--- src/shared/brs_defines.svh ---
// constants for the buck reference sequencer
//
// Functional notes
// (RQ1) select codes map to seven preset targets
// (RQ2) all-ones select picks external-divider mode
// (RQ3) divider mode regulates from divider feedback input
// (RQ4) soft-start on leaving power-down or enable
// (RQ5) preset mode slews reference 1.5 V/ms
// (RQ6) divider mode ramp has fixed duration
// (RQ7) over-current: high side off, low on
// (RQ8) hold output low 1 ms, then soft-start
// (RQ9) repeated over-current repeats hiccup indefinitely
// (RQ10) no switching until lockout released
// (RQ11) lockout while running stops switching
// (RQ12) enable low shuts converter down
// (RQ13) enable high runs after soft-start
// (RQ14) over-temperature turns converter output off
// (RQ15) over-temperature clear restarts with soft-start
// (RQ16) select change slews glitch-free to new level
// (RQ17) board never swaps preset and divider live
// (RQ18) divider-mode ramp lasts about 1.2 ms
// (RQ19) control runs from 4 MHz switching clock; logic runs on aclk, switch_tick every 12 cycles (about 4.17 MHz)
// (RQ20) any shutdown resets reference to zero
`ifndef BRS_DEFINES_SVH
`define BRS_DEFINES_SVH

`define BRS_CLK_FREQ_KHZ   50000
`define BRS_SW_FREQ_KHZ    4000
`define BRS_SW_DIV_CYCLES  (`BRS_CLK_FREQ_KHZ / `BRS_SW_FREQ_KHZ)
`define BRS_CLK_MHZ        (`BRS_CLK_FREQ_KHZ / 1000)

// preset slew: 3 mV every 2 us gives 1.5 V/ms
`define BRS_RAMP_STEP_MV   12'h003
`define BRS_RAMP_STEP_US   2
`define BRS_RAMP_STEP_CYC  (`BRS_RAMP_STEP_US * `BRS_CLK_MHZ)
// divider mode: progress in us, 1200 us total
`define BRS_EXT_RAMP_US    1200
`define BRS_EXT_STEP_CYC   (`BRS_CLK_MHZ)
`define BRS_EXT_REF_MV     12'h25b
`define BRS_OC_HOLD_US     1000

// preset targets in mV
`define BRS_MV_CODE0       12'hce4
`define BRS_MV_CODE1       12'h9c4
`define BRS_MV_CODE2       12'h708
`define BRS_MV_CODE3       12'h5dc
`define BRS_MV_CODE4       12'h4e2
`define BRS_MV_CODE5       12'h4b0
`define BRS_MV_CODE6       12'h320
`define BRS_CODE_EXT       3'h7

// register word indices, byte address over four
`define BRS_REG_CONTROL    6'h00
`define BRS_REG_STATUS     6'h01
`define BRS_REG_LEVEL      6'h02
`define BRS_CONTROL_RESET  1'h1
`define BRS_RESP_OKAY      2'h0
`define BRS_RESP_SLVERR    2'h2

// control, status and level field positions
`define BRS_CTRL_ENABLE    0
`define BRS_CTRL_CLEAR     1
`define BRS_ST_STATE       0
`define BRS_ST_SW_EN       2
`define BRS_ST_EXT         3
`define BRS_ST_HS          4
`define BRS_ST_LS          5
`define BRS_ST_SS          6
`define BRS_ST_HICCUP      8
`define BRS_LV_REF         0
`define BRS_LV_TARGET      16

`endif

--- src/shared/brs_pkg.sv ---
// types for the buck reference sequencer
package brs_pkg;

    typedef enum logic [1:0] {
        BRS_OFF,
        BRS_HOLD,
        BRS_RAMP,
        BRS_RUN
    } brs_state_e;

    typedef struct packed {
        brs_state_e  state;
        logic        ext_mode;
        logic [11:0] ref_mv;
        logic [11:0] target_mv;
        logic [7:0]  step_cnt;
        logic [10:0] progress;
        logic [15:0] hold_cnt;
        logic [3:0]  sw_cnt;
        logic        sw_tick;
        logic        hs_on;
        logic        ls_on;
        logic        sw_en;
        logic        ss_active;
        logic [7:0]  hiccups;
        logic        sw_enable_bit;
        logic        awready;
        logic        wready;
        logic        aw_got;
        logic        w_got;
        logic [5:0]  waddr;
        logic [31:0] wdata;
        logic [3:0]  wstrb;
        logic        bvalid;
        logic [1:0]  bresp;
        logic        arready;
        logic        rvalid;
        logic [31:0] rdata;
        logic [1:0]  rresp;
    } brs_regs_s;

endpackage

--- src/core/brs_sequencer.sv ---
// reference ramp, hiccup and start-up gating with an AXI4-Lite slave
`timescale 1ns/100ps
`include "brs_defines.svh"

module brs_sequencer
    import brs_pkg::*;
#(
    parameter int OC_HOLD_CYCLES = `BRS_OC_HOLD_US * `BRS_CLK_MHZ
) (
    // clock and reset
    input  wire logic        aclk,
    input  wire logic        aresetn,
    // board pins and analog indications
    input  wire logic        level_select_bit0,
    input  wire logic        level_select_bit1,
    input  wire logic        level_select_bit2,
    input  wire logic        enable,
    input  wire logic        input_undervoltage_lockout,
    input  wire logic        over_temperature,
    input  wire logic        over_current,
    // power stage and reference
    output logic             high_side_on,
    output logic             low_side_on,
    output logic             switching_enable,
    output logic             switch_tick,
    output logic             use_divider_feedback,
    output logic             soft_start_active,
    output logic [11:0]      reference_mv,
    // axi4-lite write
    input  wire logic [7:0]  s_axi_awaddr,
    input  wire logic        s_axi_awvalid,
    output logic             s_axi_awready,
    input  wire logic [31:0] s_axi_wdata,
    input  wire logic [3:0]  s_axi_wstrb,
    input  wire logic        s_axi_wvalid,
    output logic             s_axi_wready,
    output logic [1:0]       s_axi_bresp,
    output logic             s_axi_bvalid,
    input  wire logic        s_axi_bready,
    // axi4-lite read
    input  wire logic [7:0]  s_axi_araddr,
    input  wire logic        s_axi_arvalid,
    output logic             s_axi_arready,
    output logic [31:0]      s_axi_rdata,
    output logic [1:0]       s_axi_rresp,
    output logic             s_axi_rvalid,
    input  wire logic        s_axi_rready
);

    brs_regs_s r;
    brs_regs_s next_r;

    logic [2:0]  preset_level_code;
    logic [11:0] code_mv;
    logic        run_ok;
    logic        ramp_up;
    logic        ramp_down;
    logic [11:0] ext_ref_mv;
    logic [31:0] rd_status;
    logic [31:0] rd_level;
    logic [31:0] rd_word;
    logic        rd_err;

    assign preset_level_code = {level_select_bit2, level_select_bit1,
                                level_select_bit0};

    // (RQ1) preset code decode
    always_comb begin
        case (preset_level_code)
            3'h0:    code_mv = `BRS_MV_CODE0;
            3'h1:    code_mv = `BRS_MV_CODE1;
            3'h2:    code_mv = `BRS_MV_CODE2;
            3'h3:    code_mv = `BRS_MV_CODE3;
            3'h4:    code_mv = `BRS_MV_CODE4;
            3'h5:    code_mv = `BRS_MV_CODE5;
            3'h6:    code_mv = `BRS_MV_CODE6;
            default: code_mv = 12'h000;
        endcase
    end

    // (RQ10) (RQ12) (RQ14) start conditions
    assign run_ok = enable && r.sw_enable_bit &&
                    !input_undervoltage_lockout && !over_temperature;

    // (RQ5) step only while a whole step still fits
    // differences, not sums, so no carry can wrap
    assign ramp_up   = (r.ref_mv < r.target_mv) &&
                       (r.target_mv - r.ref_mv >= `BRS_RAMP_STEP_MV);
    assign ramp_down = (r.ref_mv > r.target_mv) &&
                       (r.ref_mv - r.target_mv >= `BRS_RAMP_STEP_MV);

    // (RQ6) divider ramp: half a mV per us of progress
    assign ext_ref_mv = {2'h0, r.progress[10:1]};

    // read word assembly
    always_comb begin
        rd_status = 32'h0000_0000;
        rd_status[`BRS_ST_STATE +: 2]   = r.state;
        rd_status[`BRS_ST_SW_EN]        = r.sw_en;
        rd_status[`BRS_ST_EXT]          = r.ext_mode;
        rd_status[`BRS_ST_HS]           = r.hs_on;
        rd_status[`BRS_ST_LS]           = r.ls_on;
        rd_status[`BRS_ST_SS]           = r.ss_active;
        rd_status[`BRS_ST_HICCUP +: 8]  = r.hiccups;
        rd_level = 32'h0000_0000;
        rd_level[`BRS_LV_REF +: 12]     = r.ref_mv;
        rd_level[`BRS_LV_TARGET +: 12]  = r.target_mv;
        rd_word = 32'h0000_0000;
        rd_err  = 1'b0;
        case (s_axi_araddr[7:2])
            `BRS_REG_CONTROL: rd_word = {31'h0, r.sw_enable_bit};
            `BRS_REG_STATUS:  rd_word = rd_status;
            `BRS_REG_LEVEL:   rd_word = rd_level;
            default: begin
                rd_word = 32'h0000_0000;
                rd_err  = 1'b1;
            end
        endcase
    end

    always_comb begin
        next_r = r;
        next_r.sw_tick = 1'b0;

        // (RQ19) switching-rate enable
        if (r.sw_cnt == 4'(`BRS_SW_DIV_CYCLES - 1)) begin
            next_r.sw_cnt  = 4'h0;
            next_r.sw_tick = 1'b1;
        end else begin
            next_r.sw_cnt = r.sw_cnt + 4'h1;
        end

        // (RQ16) preset target follows pins live
        if (!r.ext_mode) begin
            next_r.target_mv = code_mv;
        end

        case (r.state)
            BRS_OFF: begin
                next_r.hs_on     = 1'b0;
                next_r.ls_on     = 1'b0;
                next_r.sw_en     = 1'b0;
                next_r.ss_active = 1'b0;
                next_r.ref_mv    = 12'h000;
                // (RQ4) (RQ13) (RQ15) leave power-down by ramp
                if (run_ok) begin
                    // (RQ2) all-ones picks divider mode
                    next_r.ext_mode  = (preset_level_code == `BRS_CODE_EXT);
                    next_r.target_mv = code_mv;
                    next_r.step_cnt  = 8'h00;
                    next_r.progress  = 11'h000;
                    next_r.ss_active = 1'b1;
                    next_r.sw_en     = 1'b1;
                    next_r.hs_on     = 1'b1;
                    next_r.state     = BRS_RAMP;
                end
            end
            BRS_HOLD: begin
                // (RQ8) output held low for the hold-off
                if (r.hold_cnt == 16'(OC_HOLD_CYCLES - 1)) begin
                    next_r.hold_cnt = 16'h0000;
                    next_r.ls_on    = 1'b0;
                    next_r.sw_en    = 1'b0;
                    next_r.state    = BRS_OFF;
                end else begin
                    next_r.hold_cnt = r.hold_cnt + 16'h0001;
                end
                // (RQ11) (RQ12) (RQ14) shutdown cuts the hold short
                if (!run_ok) begin
                    next_r.hold_cnt = 16'h0000;
                    next_r.ls_on    = 1'b0;
                    next_r.sw_en    = 1'b0;
                    next_r.state    = BRS_OFF;
                end
            end
            BRS_RAMP, BRS_RUN: begin
                next_r.step_cnt = r.step_cnt + 8'h01;
                if (r.ext_mode) begin
                    // (RQ6) (RQ18) fixed-time ramp in divider mode
                    if (r.step_cnt == 8'(`BRS_EXT_STEP_CYC - 1)) begin
                        next_r.step_cnt = 8'h00;
                        if (r.progress != 11'(`BRS_EXT_RAMP_US)) begin
                            next_r.progress = r.progress + 11'h001;
                        end
                    end
                    if (r.progress == 11'(`BRS_EXT_RAMP_US)) begin
                        next_r.ref_mv = `BRS_EXT_REF_MV;
                        next_r.state  = BRS_RUN;
                    end else begin
                        next_r.ref_mv = ext_ref_mv;
                    end
                end else if (r.step_cnt == 8'(`BRS_RAMP_STEP_CYC - 1)) begin
                    // (RQ5) (RQ16) fixed step toward target, clamped
                    next_r.step_cnt = 8'h00;
                    if (ramp_up) begin
                        next_r.ref_mv = r.ref_mv + `BRS_RAMP_STEP_MV;
                    end else if (ramp_down) begin
                        next_r.ref_mv = r.ref_mv - `BRS_RAMP_STEP_MV;
                    end else begin
                        next_r.ref_mv = r.target_mv;
                        next_r.state  = BRS_RUN;
                    end
                end
                // soft-start ends once the first target is reached
                if (next_r.state == BRS_RUN) begin
                    next_r.ss_active = 1'b0;
                end
                next_r.hs_on = 1'b1;
                // (RQ11) (RQ12) (RQ14) (RQ20) any cause drops to zero
                if (!run_ok) begin
                    next_r.state     = BRS_OFF;
                    next_r.hs_on     = 1'b0;
                    next_r.sw_en     = 1'b0;
                    next_r.ss_active = 1'b0;
                    next_r.ref_mv    = 12'h000;
                end else if (over_current) begin
                    // (RQ7) (RQ9) trip: pull output low, retry later
                    next_r.state     = BRS_HOLD;
                    next_r.hs_on     = 1'b0;
                    next_r.ls_on     = 1'b1;
                    next_r.ss_active = 1'b0;
                    next_r.ref_mv    = 12'h000;
                    next_r.hold_cnt  = 16'h0000;
                    next_r.hiccups   = r.hiccups + 8'h01;
                end
            end
            default: begin
                next_r.state = BRS_OFF;
            end
        endcase

        // write channel: address and data taken in either order
        if (s_axi_awvalid && r.awready) begin
            next_r.aw_got  = 1'b1;
            next_r.awready = 1'b0;
            next_r.waddr   = s_axi_awaddr[7:2];
        end
        if (s_axi_wvalid && r.wready) begin
            next_r.w_got  = 1'b1;
            next_r.wready = 1'b0;
            next_r.wdata  = s_axi_wdata;
            next_r.wstrb  = s_axi_wstrb;
        end
        if (r.aw_got && r.w_got && !r.bvalid) begin
            next_r.aw_got = 1'b0;
            next_r.w_got  = 1'b0;
            next_r.bvalid = 1'b1;
            if (r.waddr == `BRS_REG_CONTROL) begin
                next_r.bresp = `BRS_RESP_OKAY;
                if (r.wstrb[0]) begin
                    next_r.sw_enable_bit = r.wdata[`BRS_CTRL_ENABLE];
                end
                // write-one clears the retry counter
                if (r.wstrb[0] && r.wdata[`BRS_CTRL_CLEAR]) begin
                    next_r.hiccups = 8'h00;
                end
            end else if (r.waddr == `BRS_REG_STATUS ||
                         r.waddr == `BRS_REG_LEVEL) begin
                next_r.bresp = `BRS_RESP_OKAY;
            end else begin
                next_r.bresp = `BRS_RESP_SLVERR;
            end
        end
        if (r.bvalid && s_axi_bready) begin
            next_r.bvalid  = 1'b0;
            next_r.awready = 1'b1;
            next_r.wready  = 1'b1;
        end

        // read channel
        if (s_axi_arvalid && r.arready) begin
            next_r.arready = 1'b0;
            next_r.rvalid  = 1'b1;
            next_r.rdata   = rd_word;
            next_r.rresp   = rd_err ? `BRS_RESP_SLVERR : `BRS_RESP_OKAY;
        end
        if (r.rvalid && s_axi_rready) begin
            next_r.rvalid  = 1'b0;
            next_r.arready = 1'b1;
        end
    end

    always_ff @(posedge aclk) begin
        if (!aresetn) begin
            r               <= '0;
            r.state         <= BRS_OFF;
            r.sw_enable_bit <= `BRS_CONTROL_RESET;
            r.awready       <= 1'b1;
            r.wready        <= 1'b1;
            r.arready       <= 1'b1;
        end else begin
            r <= next_r;
        end
    end

    assign high_side_on         = r.hs_on;
    assign low_side_on          = r.ls_on;
    assign switching_enable     = r.sw_en;
    // free-running rate pulse; the power stage gates its own edges
    assign switch_tick          = r.sw_tick;
    // (RQ3) divider feedback path in divider mode
    assign use_divider_feedback = r.ext_mode;
    assign soft_start_active    = r.ss_active;
    assign reference_mv         = r.ref_mv;
    assign s_axi_awready        = r.awready;
    assign s_axi_wready         = r.wready;
    assign s_axi_bvalid         = r.bvalid;
    assign s_axi_bresp          = r.bresp;
    assign s_axi_arready        = r.arready;
    assign s_axi_rvalid         = r.rvalid;
    assign s_axi_rdata          = r.rdata;
    assign s_axi_rresp          = r.rresp;

endmodule

--- config.mk ---
export PLATFORM = sky130hd
export DESIGN_NAME = brs_sequencer
export DESIGN_NICKNAME = d
export VERILOG_FILES = /design/src/shared/brs_pkg.sv /design/src/core/brs_sequencer.sv
export VERILOG_INCLUDE_DIRS = /design/src /design/src/shared
export SDC_FILE = /design/constraint.sdc
export NUM_CORES = 1
export LEC_CHECK = 0
export BUFFER_PORTS_ARGS = -buffer_cell sky130_fd_sc_hd__clkbuf_2
export CAP_MARGIN = 20
export CORE_MARGIN = 2
export CORE_UTILIZATION = 37
export CTS_CLUSTER_DIAMETER = 50
export CTS_CLUSTER_SIZE = 8
export DETAILED_ROUTE_END_ITERATION = 16
export GPL_TIMING_DRIVEN = 0
export PLACE_DENSITY_LB_ADDON = 0.2
export SETUP_SLACK_MARGIN = 0.5
export SYNTH_ARGS = -nofsm -noshare
export SYNTH_HDL_FRONTEND = slang
export SYNTH_SLANG_ARGS = --single-unit
export TNS_END_PERCENT = 20
--- constraint.sdc ---
create_clock -name aclk -period 3.3 [get_ports aclk]
set_input_delay 0.825 -clock aclk [delete_from_list [all_inputs] [get_ports aclk]]
set_output_delay 0.825 -clock aclk [all_outputs]
set_load 0.01 [all_outputs]
==> impl_metrics.tcl, run 1 <==
set metrics [dict create \
    htree_levels 4 \
    drv_slew 0 \
    status "finished with violations" \
    die_y_microns 147 \
    leakagePower_nw 3.81 \
    synth-edff-count 0 \
    rsz0062_at_grt "true" \
    path_max_fanout 5 \
    antenna_found_initial 0 \
    crit_path_end_kind "flip-flop" \
    fin_hold_ws_ps 452 \
    cp.arrival_ps 3750 \
    area_delta_synth_final_pct 26.9 \
    fill_cells 1978 \
    crit_type "reg -> reg" \
    min_path_cells 2 \
    via_per_inst 5.29 \
    drt_iter0_drc 471 \
    core_sq_um 20100 \
    gp_congestion 0.848 \
    worst_slack_ps -95.6 \
    avgRoutedWirePerCell_microns 16.1 \
    violations "negative setup slack" \
    skew_ps 6.75 \
    diodes 0 \
    grt_start_max_net_pins 17 \
    relSlewSlack 0.442 \
    path_clk_slew_ps 60 \
    drv_cap 0 \
    dr.pass1.iters 5 \
    finalWirelength_microns 22200 \
    yosysTopAreaCell "dfxtp_1" \
    cts_sinks 126 \
    worstMarginPinSlew_ps 831 \
    place_ws_ps -691 \
    powerDensity_nw_per_um2 442 \
    path_delay_family "compound AO/OA/AOI/OAI gates" \
    timing.rr.end "reference_mv[10]" \
    ys_async_sr_fraction 0 \
    cts.path.max_buffers 2 \
    seq_area_sq_um 2560 \
    num_io_pins 125 \
    yosysWarnings 0 \
    ir_worst_vdd_uv 468 \
    period_share 1.03 \
    dp.final_hpwl_microns 16200 \
    syn_inst 966 \
    grt_pass1_wl_microns 36000 \
    syn_avg_cell_area_sq_um 7.81 \
    critPathSlowestCell "fa_2" \
    fin_util 0.476 \
    dp.cells 1320 \
    setup_viol 6 \
    ys_ff_latch 126 \
    synth.distinct_cells 72 \
    cts_buffers 17 \
    hold_buffers 0 \
    path_buf_inv 5 \
    final_cell_mix "nor2_1, dfxtp_1, clkbuf_2, a21oi_1, nand2_1" \
    synth_area_leaders "dfxtp_1, nor2_1, a21oi_1" \
    cts_root_buf "clkbuf_16" \
    hold_path.class "reg -> reg" \
    hold_start "r[79]" \
    port_buffers 79 \
    cp_cell_sequence "inv_4 -> ha_4 -> inv_2 -> fa_2 -> a211oi_4 -> nor3_2 -> or3_1 -> a2111oi_2 -> nand4_1 -> o31ai_4 -> buf_12 -> buf_12 -> buf_6 -> o221ai_2 -> a221o_1 -> nand2_1" \
    grt.total_usage 0.207 \
    timing.setup.tns_ps -274 \
    cpPeakStageDelay_ps 420 \
    layoutNonFillerInstCount 1378 \
    final_common_cell "nor2_1" \
    min_period_ps 3400 \
    hold_end "r[79]" \
    grt_pass1_vias 6890 \
    setup.worst_path.start_class "flip-flop" \
    fmax_ghz 0.294 \
    postRouteAntennaNets 0 \
    die-area_sq_um 21500 \
    worstSkewPairLatency_ps 420 \
    rr_worst_depth 16 \
    row_count 52 \
    critical_path_required_ps 3650 \
    nNetsFinal 1195 \
    synth_ff_type "dfxtp_1" \
    via_count 7294 \
    synth_top_area_frac 0.334 \
    cts_tree "yes" \
    grt.overflow.total 0 \
    ys_seq_area_frac 0.334 \
    r2r-start "reference_mv[0]" \
    path_common_cell "buf_12" \
    placed_cell_area_sq_um 8360 \
    fin_area_sq_um 9570 \
    reg2reg_slack_ps -100 \
    fp.dieW_microns 147 \
    multi_input_area_sq_um 4540 \
    finalHoldViolCount 0 \
    netlist_area_sq_um 7540 \
    drc 0 \
    report.power.total_mw 4.23 \
    drive_above_1_share 0.239 \
    initial_core_util 0.375 \
]
==> area by class of cell <==
cell class,instances,area share
multi-input combinational,704,0.474
sequential,126,0.267
inverter,47,0.0191
buffer,94,0.0652
clock inverter,13,0.0271
clock buffer,19,0.0452
timing repair buffer,105,0.0672
tap,270,0.0353
==> what timing repair did <==
item                       CTS  global route
pin swaps                   18            11
setup buffers               24             1
resized for setup           59            17
gates cloned                 1             0
setup endpoints to repair   24            26
==> worst register-to-register path: cells and delay by family (launching register included) <==
kind	cells	cell delay [ps]
adder cells (fa/ha/maj)	2	540
buffers and inverters	5	480
AO/OA/AOI/OAI	5	1280
flip-flops	1	360
AND/OR/NAND/NOR	4	700
==> registers in the layout, indices dropped and copies added, names as in the netlist, 10 cells and up <==
name and count:
s_axi_rdata 28, ext_ref_mv 10, reference_mv 12, r 63
==> synth_stat cells, types with 4 or more instances <==
library cell and number:
buf_4 49, mux2i_1 7, and3_1 12, a21oi_1 87, nor3b_1 5, nand3_1 40
dfxtp_1 126, a211oi_1 8, nand2_1 73, nand3b_1 4, a21o_1 13, and2_1 11
or3_1 11, ha_1 32, o221ai_1 10, inv_1 46, clkbuf_1 34, o21ai_0 45
nor2_1 130, a22oi_1 35, a311oi_1 6, nor4_1 8, buf_2 7, o21a_1 4
xnor2_1 24, a31oi_1 4, nor3_1 16, xor2_1 23, nand2b_1 4, nand4_1 20
nor2b_1 10
==> how the worst max path moves through the flow <==
stage | startpoint | endpoint | cells after the start
floorplan | reference_mv[0] | reference_mv[3] | 13
global placement | reference_mv[8] | reference_mv[9] | 14
detailed placement | reference_mv[8] | reference_mv[6] | 14
CTS | reference_mv[0] | reference_mv[10] | 16
global route | reference_mv[0] | reference_mv[10] | 16
finish | reference_mv[0] | reference_mv[10] | 16
==> cells by family after synthesis <==
group                    count (synthesis)  synth area share
multiplexers                             8            0.0108
AND/OR/NAND/NOR                        360             0.228
other                                    1          0.000497
buffers and inverters                  141            0.0967
flip-flops                             126             0.334
XOR/XNOR                                47            0.0546
adder cells (fa/ha/maj)                 34            0.0584
AO/OA/AOI/OAI                          249             0.217
==> where the power goes <==
part,internal (mW),switching [mW],total [mW]
combinational,0.181,0.262,0.443
sequential,1.54,0.0325,1.58
clock,1.50,0.713,2.21
total,3.22,1.01,4.23
==> per-layer routing <==
metal  wire length, microns  vias to the layer above  global-route usage
li1                       -                     3627                   -
met1                  10500                     3453               0.286
met2                  10200                      178               0.332
met3                   1070                       36              0.0370
met4                    433                        0              0.0621
met5                      0                        -                   0
Power figures use the tool's default switching activity.
==> inputs of run 2 (changes only) <==
- RECOVER_POWER: unset -> 25
==> impl_metrics.tcl, run 2 (synthesis results as in run 1) <==
set metrics [dict create \
    cp.arrival_ps 3750 \
    ir_worst_vdd_uv 467 \
    violations "negative setup slack" \
    final_cell_mix "nor2_1, dfxtp_1, a21oi_1" \
    core_sq_um 20100 \
    num_io_pins 125 \
    pwr-share-seq 0.372 \
    drc 0 \
    place_ws_ps -691 \
    cts.path.max_buffers 2 \
    grt_pass1_vias 6890 \
    placed_cell_area_sq_um 8360 \
    switching_share 0.239 \
    clkPwrFrac 0.523 \
    fin_hold_ws_ps 452 \
    cts_tree "yes" \
    grt_start_max_net_pins 17 \
    die-area_sq_um 21500 \
    via_count 7313 \
    cts_root_buf "clkbuf_16" \
    crit_end "reference_mv[10]" \
    worst_slack_ps -98.3 \
    fin_area_sq_um 9560 \
    hold_buffers 0 \
    min_period_ps 3400 \
    port_buffers 79 \
    fmax_ghz 0.294 \
    nNetsFinal 1195 \
    htree_levels 4 \
    fp.dieW_microns 147 \
    crit_type "reg -> reg" \
    critPathLaunch "reference_mv[0]" \
    dr.pass1.iters 5 \
    hold_path.class "reg -> reg" \
    skew_ps 7.77 \
    via_per_inst 5.31 \
    leakagePower_nw 3.77 \
    diodes 0 \
    finalWirelength_microns 22300 \
    finalHoldViolCount 0 \
    avgRoutedWirePerCell_microns 16.2 \
    timing.rr.end "reference_mv[10]" \
    intPower_mw 3.22 \
    power_switching_mw 1.01 \
    report.power.total_mw 4.23 \
    critical_path_required_ps 3660 \
    drive_above_1_share 0.227 \
    largest_reg_flops 63 \
    grt_pass1_wl_microns 36000 \
    relSlewSlack 0.430 \
    worstSkewPairLatency_ps 420 \
    die_y_microns 147 \
    area_delta_synth_final_pct 26.7 \
    drv_cap 0 \
    row_count 52 \
    reg2reg_slack_ps -100 \
    rr_worst_depth 16 \
    gp_congestion 0.848 \
    worstMarginPinSlew_ps 849 \
    initial_core_util 0.375 \
    period_share 1.03 \
    dp.final_hpwl_microns 16200 \
    setup.worst_path.start_class "flip-flop" \
    cts_buffers 17 \
    cts_sinks 126 \
    combPwrFrac 0.105 \
    postRouteAntennaNets 0 \
    regMostFlops "r" \
    fill_cells 1984 \
    min_path_cells 2 \
    r2r-start "reference_mv[0]" \
    setup_viol 9 \
    hold_start "r[79]" \
    path_clk_slew_ps 60 \
    status "finished with violations" \
    path_max_fanout 5 \
    powerDensity_nw_per_um2 443 \
    grt.overflow.total 0 \
    crit_path_end_kind "flip-flop" \
    antenna_found_initial 0 \
    grt.total_usage 0.207 \
    drt_iter0_drc 465 \
    drv_slew 0 \
    rsz0062_at_grt "true" \
    final_common_cell "nor2_1" \
]
-- run 2: cell count changes in the layout (fill, tap and decap cells not counted) --
cell	before	now
clkbuf_1	27	38
inv_1	42	43
and2_0	0	2
clkbuf_2	84	73
inv_2	3	2
and2_1	11	9
and4bb_2	1	0
and4bb_1	0	1
-- run 2: worst min path at each step --
stage / endpoint / slack [ps]
final: r[79] / 450
after global routing: r[99] / 470
after detailed placement: r[99] / 440
after floorplan: r[99] / 420
after global placement: r[99] / 430
after CTS: r[99] / 450
-- run 2: final cells by class --
type	count	area [sq um]	share of cell area
Buffer	94	624	0.0653
Inverter	47	183	0.0191
Clock buffer	19	433	0.0453
Multi-Input combinational cell	704	4540	0.474
Timing Repair Buffer	105	629	0.0658
Sequential cell	126	2560	0.268
Clock inverter	13	259	0.0271
Tap cell	270	338	0.0353
-- run 2: layer usage --
metal	global-route usage	wire (microns)
met5	0	0
met2	0.332	10200
met1	0.286	10400
met4	0.0621	439
met3	0.0370	1180
-- run 2: critical path, cell delays in order (launching register included) --
cell	delay, ps
dfxtp_4	360
inv_4	60
ha_4	120
inv_2	40
fa_2	420
a211oi_4	310
nor3_2	80
or3_1	340
a2111oi_2	300
nand4_1	210
o31ai_4	250
buf_12	160
buf_12	110
buf_6	100
o221ai_2	90
a221o_1	340
nand2_1	70
-- run 2: power by group through the flow --
| stage | Combinational (mW) | Sequential (mW) | Clock [mW] |
|---|---|---|---|
| after global routing | 0.486 | 1.58 | 2.31 |
| after detailed placement | 0.380 | 1.61 | 0 |
| after CTS | 0.434 | 1.58 | 2.24 |
| final | 0.443 | 1.58 | 2.21 |
| after floorplan | 0.272 | 1.60 | 0 |
| after global placement | 0.379 | 1.61 | 0 |
-- run 2: through the flow --
step | setup TNS [ps] | util | cells
6_report | -372 | 0.476 | 1378
5_1_grt | -1940 | 0.476 | 1378
4_1_cts | -694 | 0.473 | 1377
3_5_place_dp | -8600 | 0.416 | 1320
3_3_place_gp | -8520 | 0.416 | 1320
2_1_floorplan | 0 | - | 971
-- run 2: repair_timing --
item	4_1_cts	5_1_grt
setup buffers	24	1
endpoints found under the setup margin	24	26
gates resized for setup	59	17
pin swaps	18	11
gates cloned	1	0
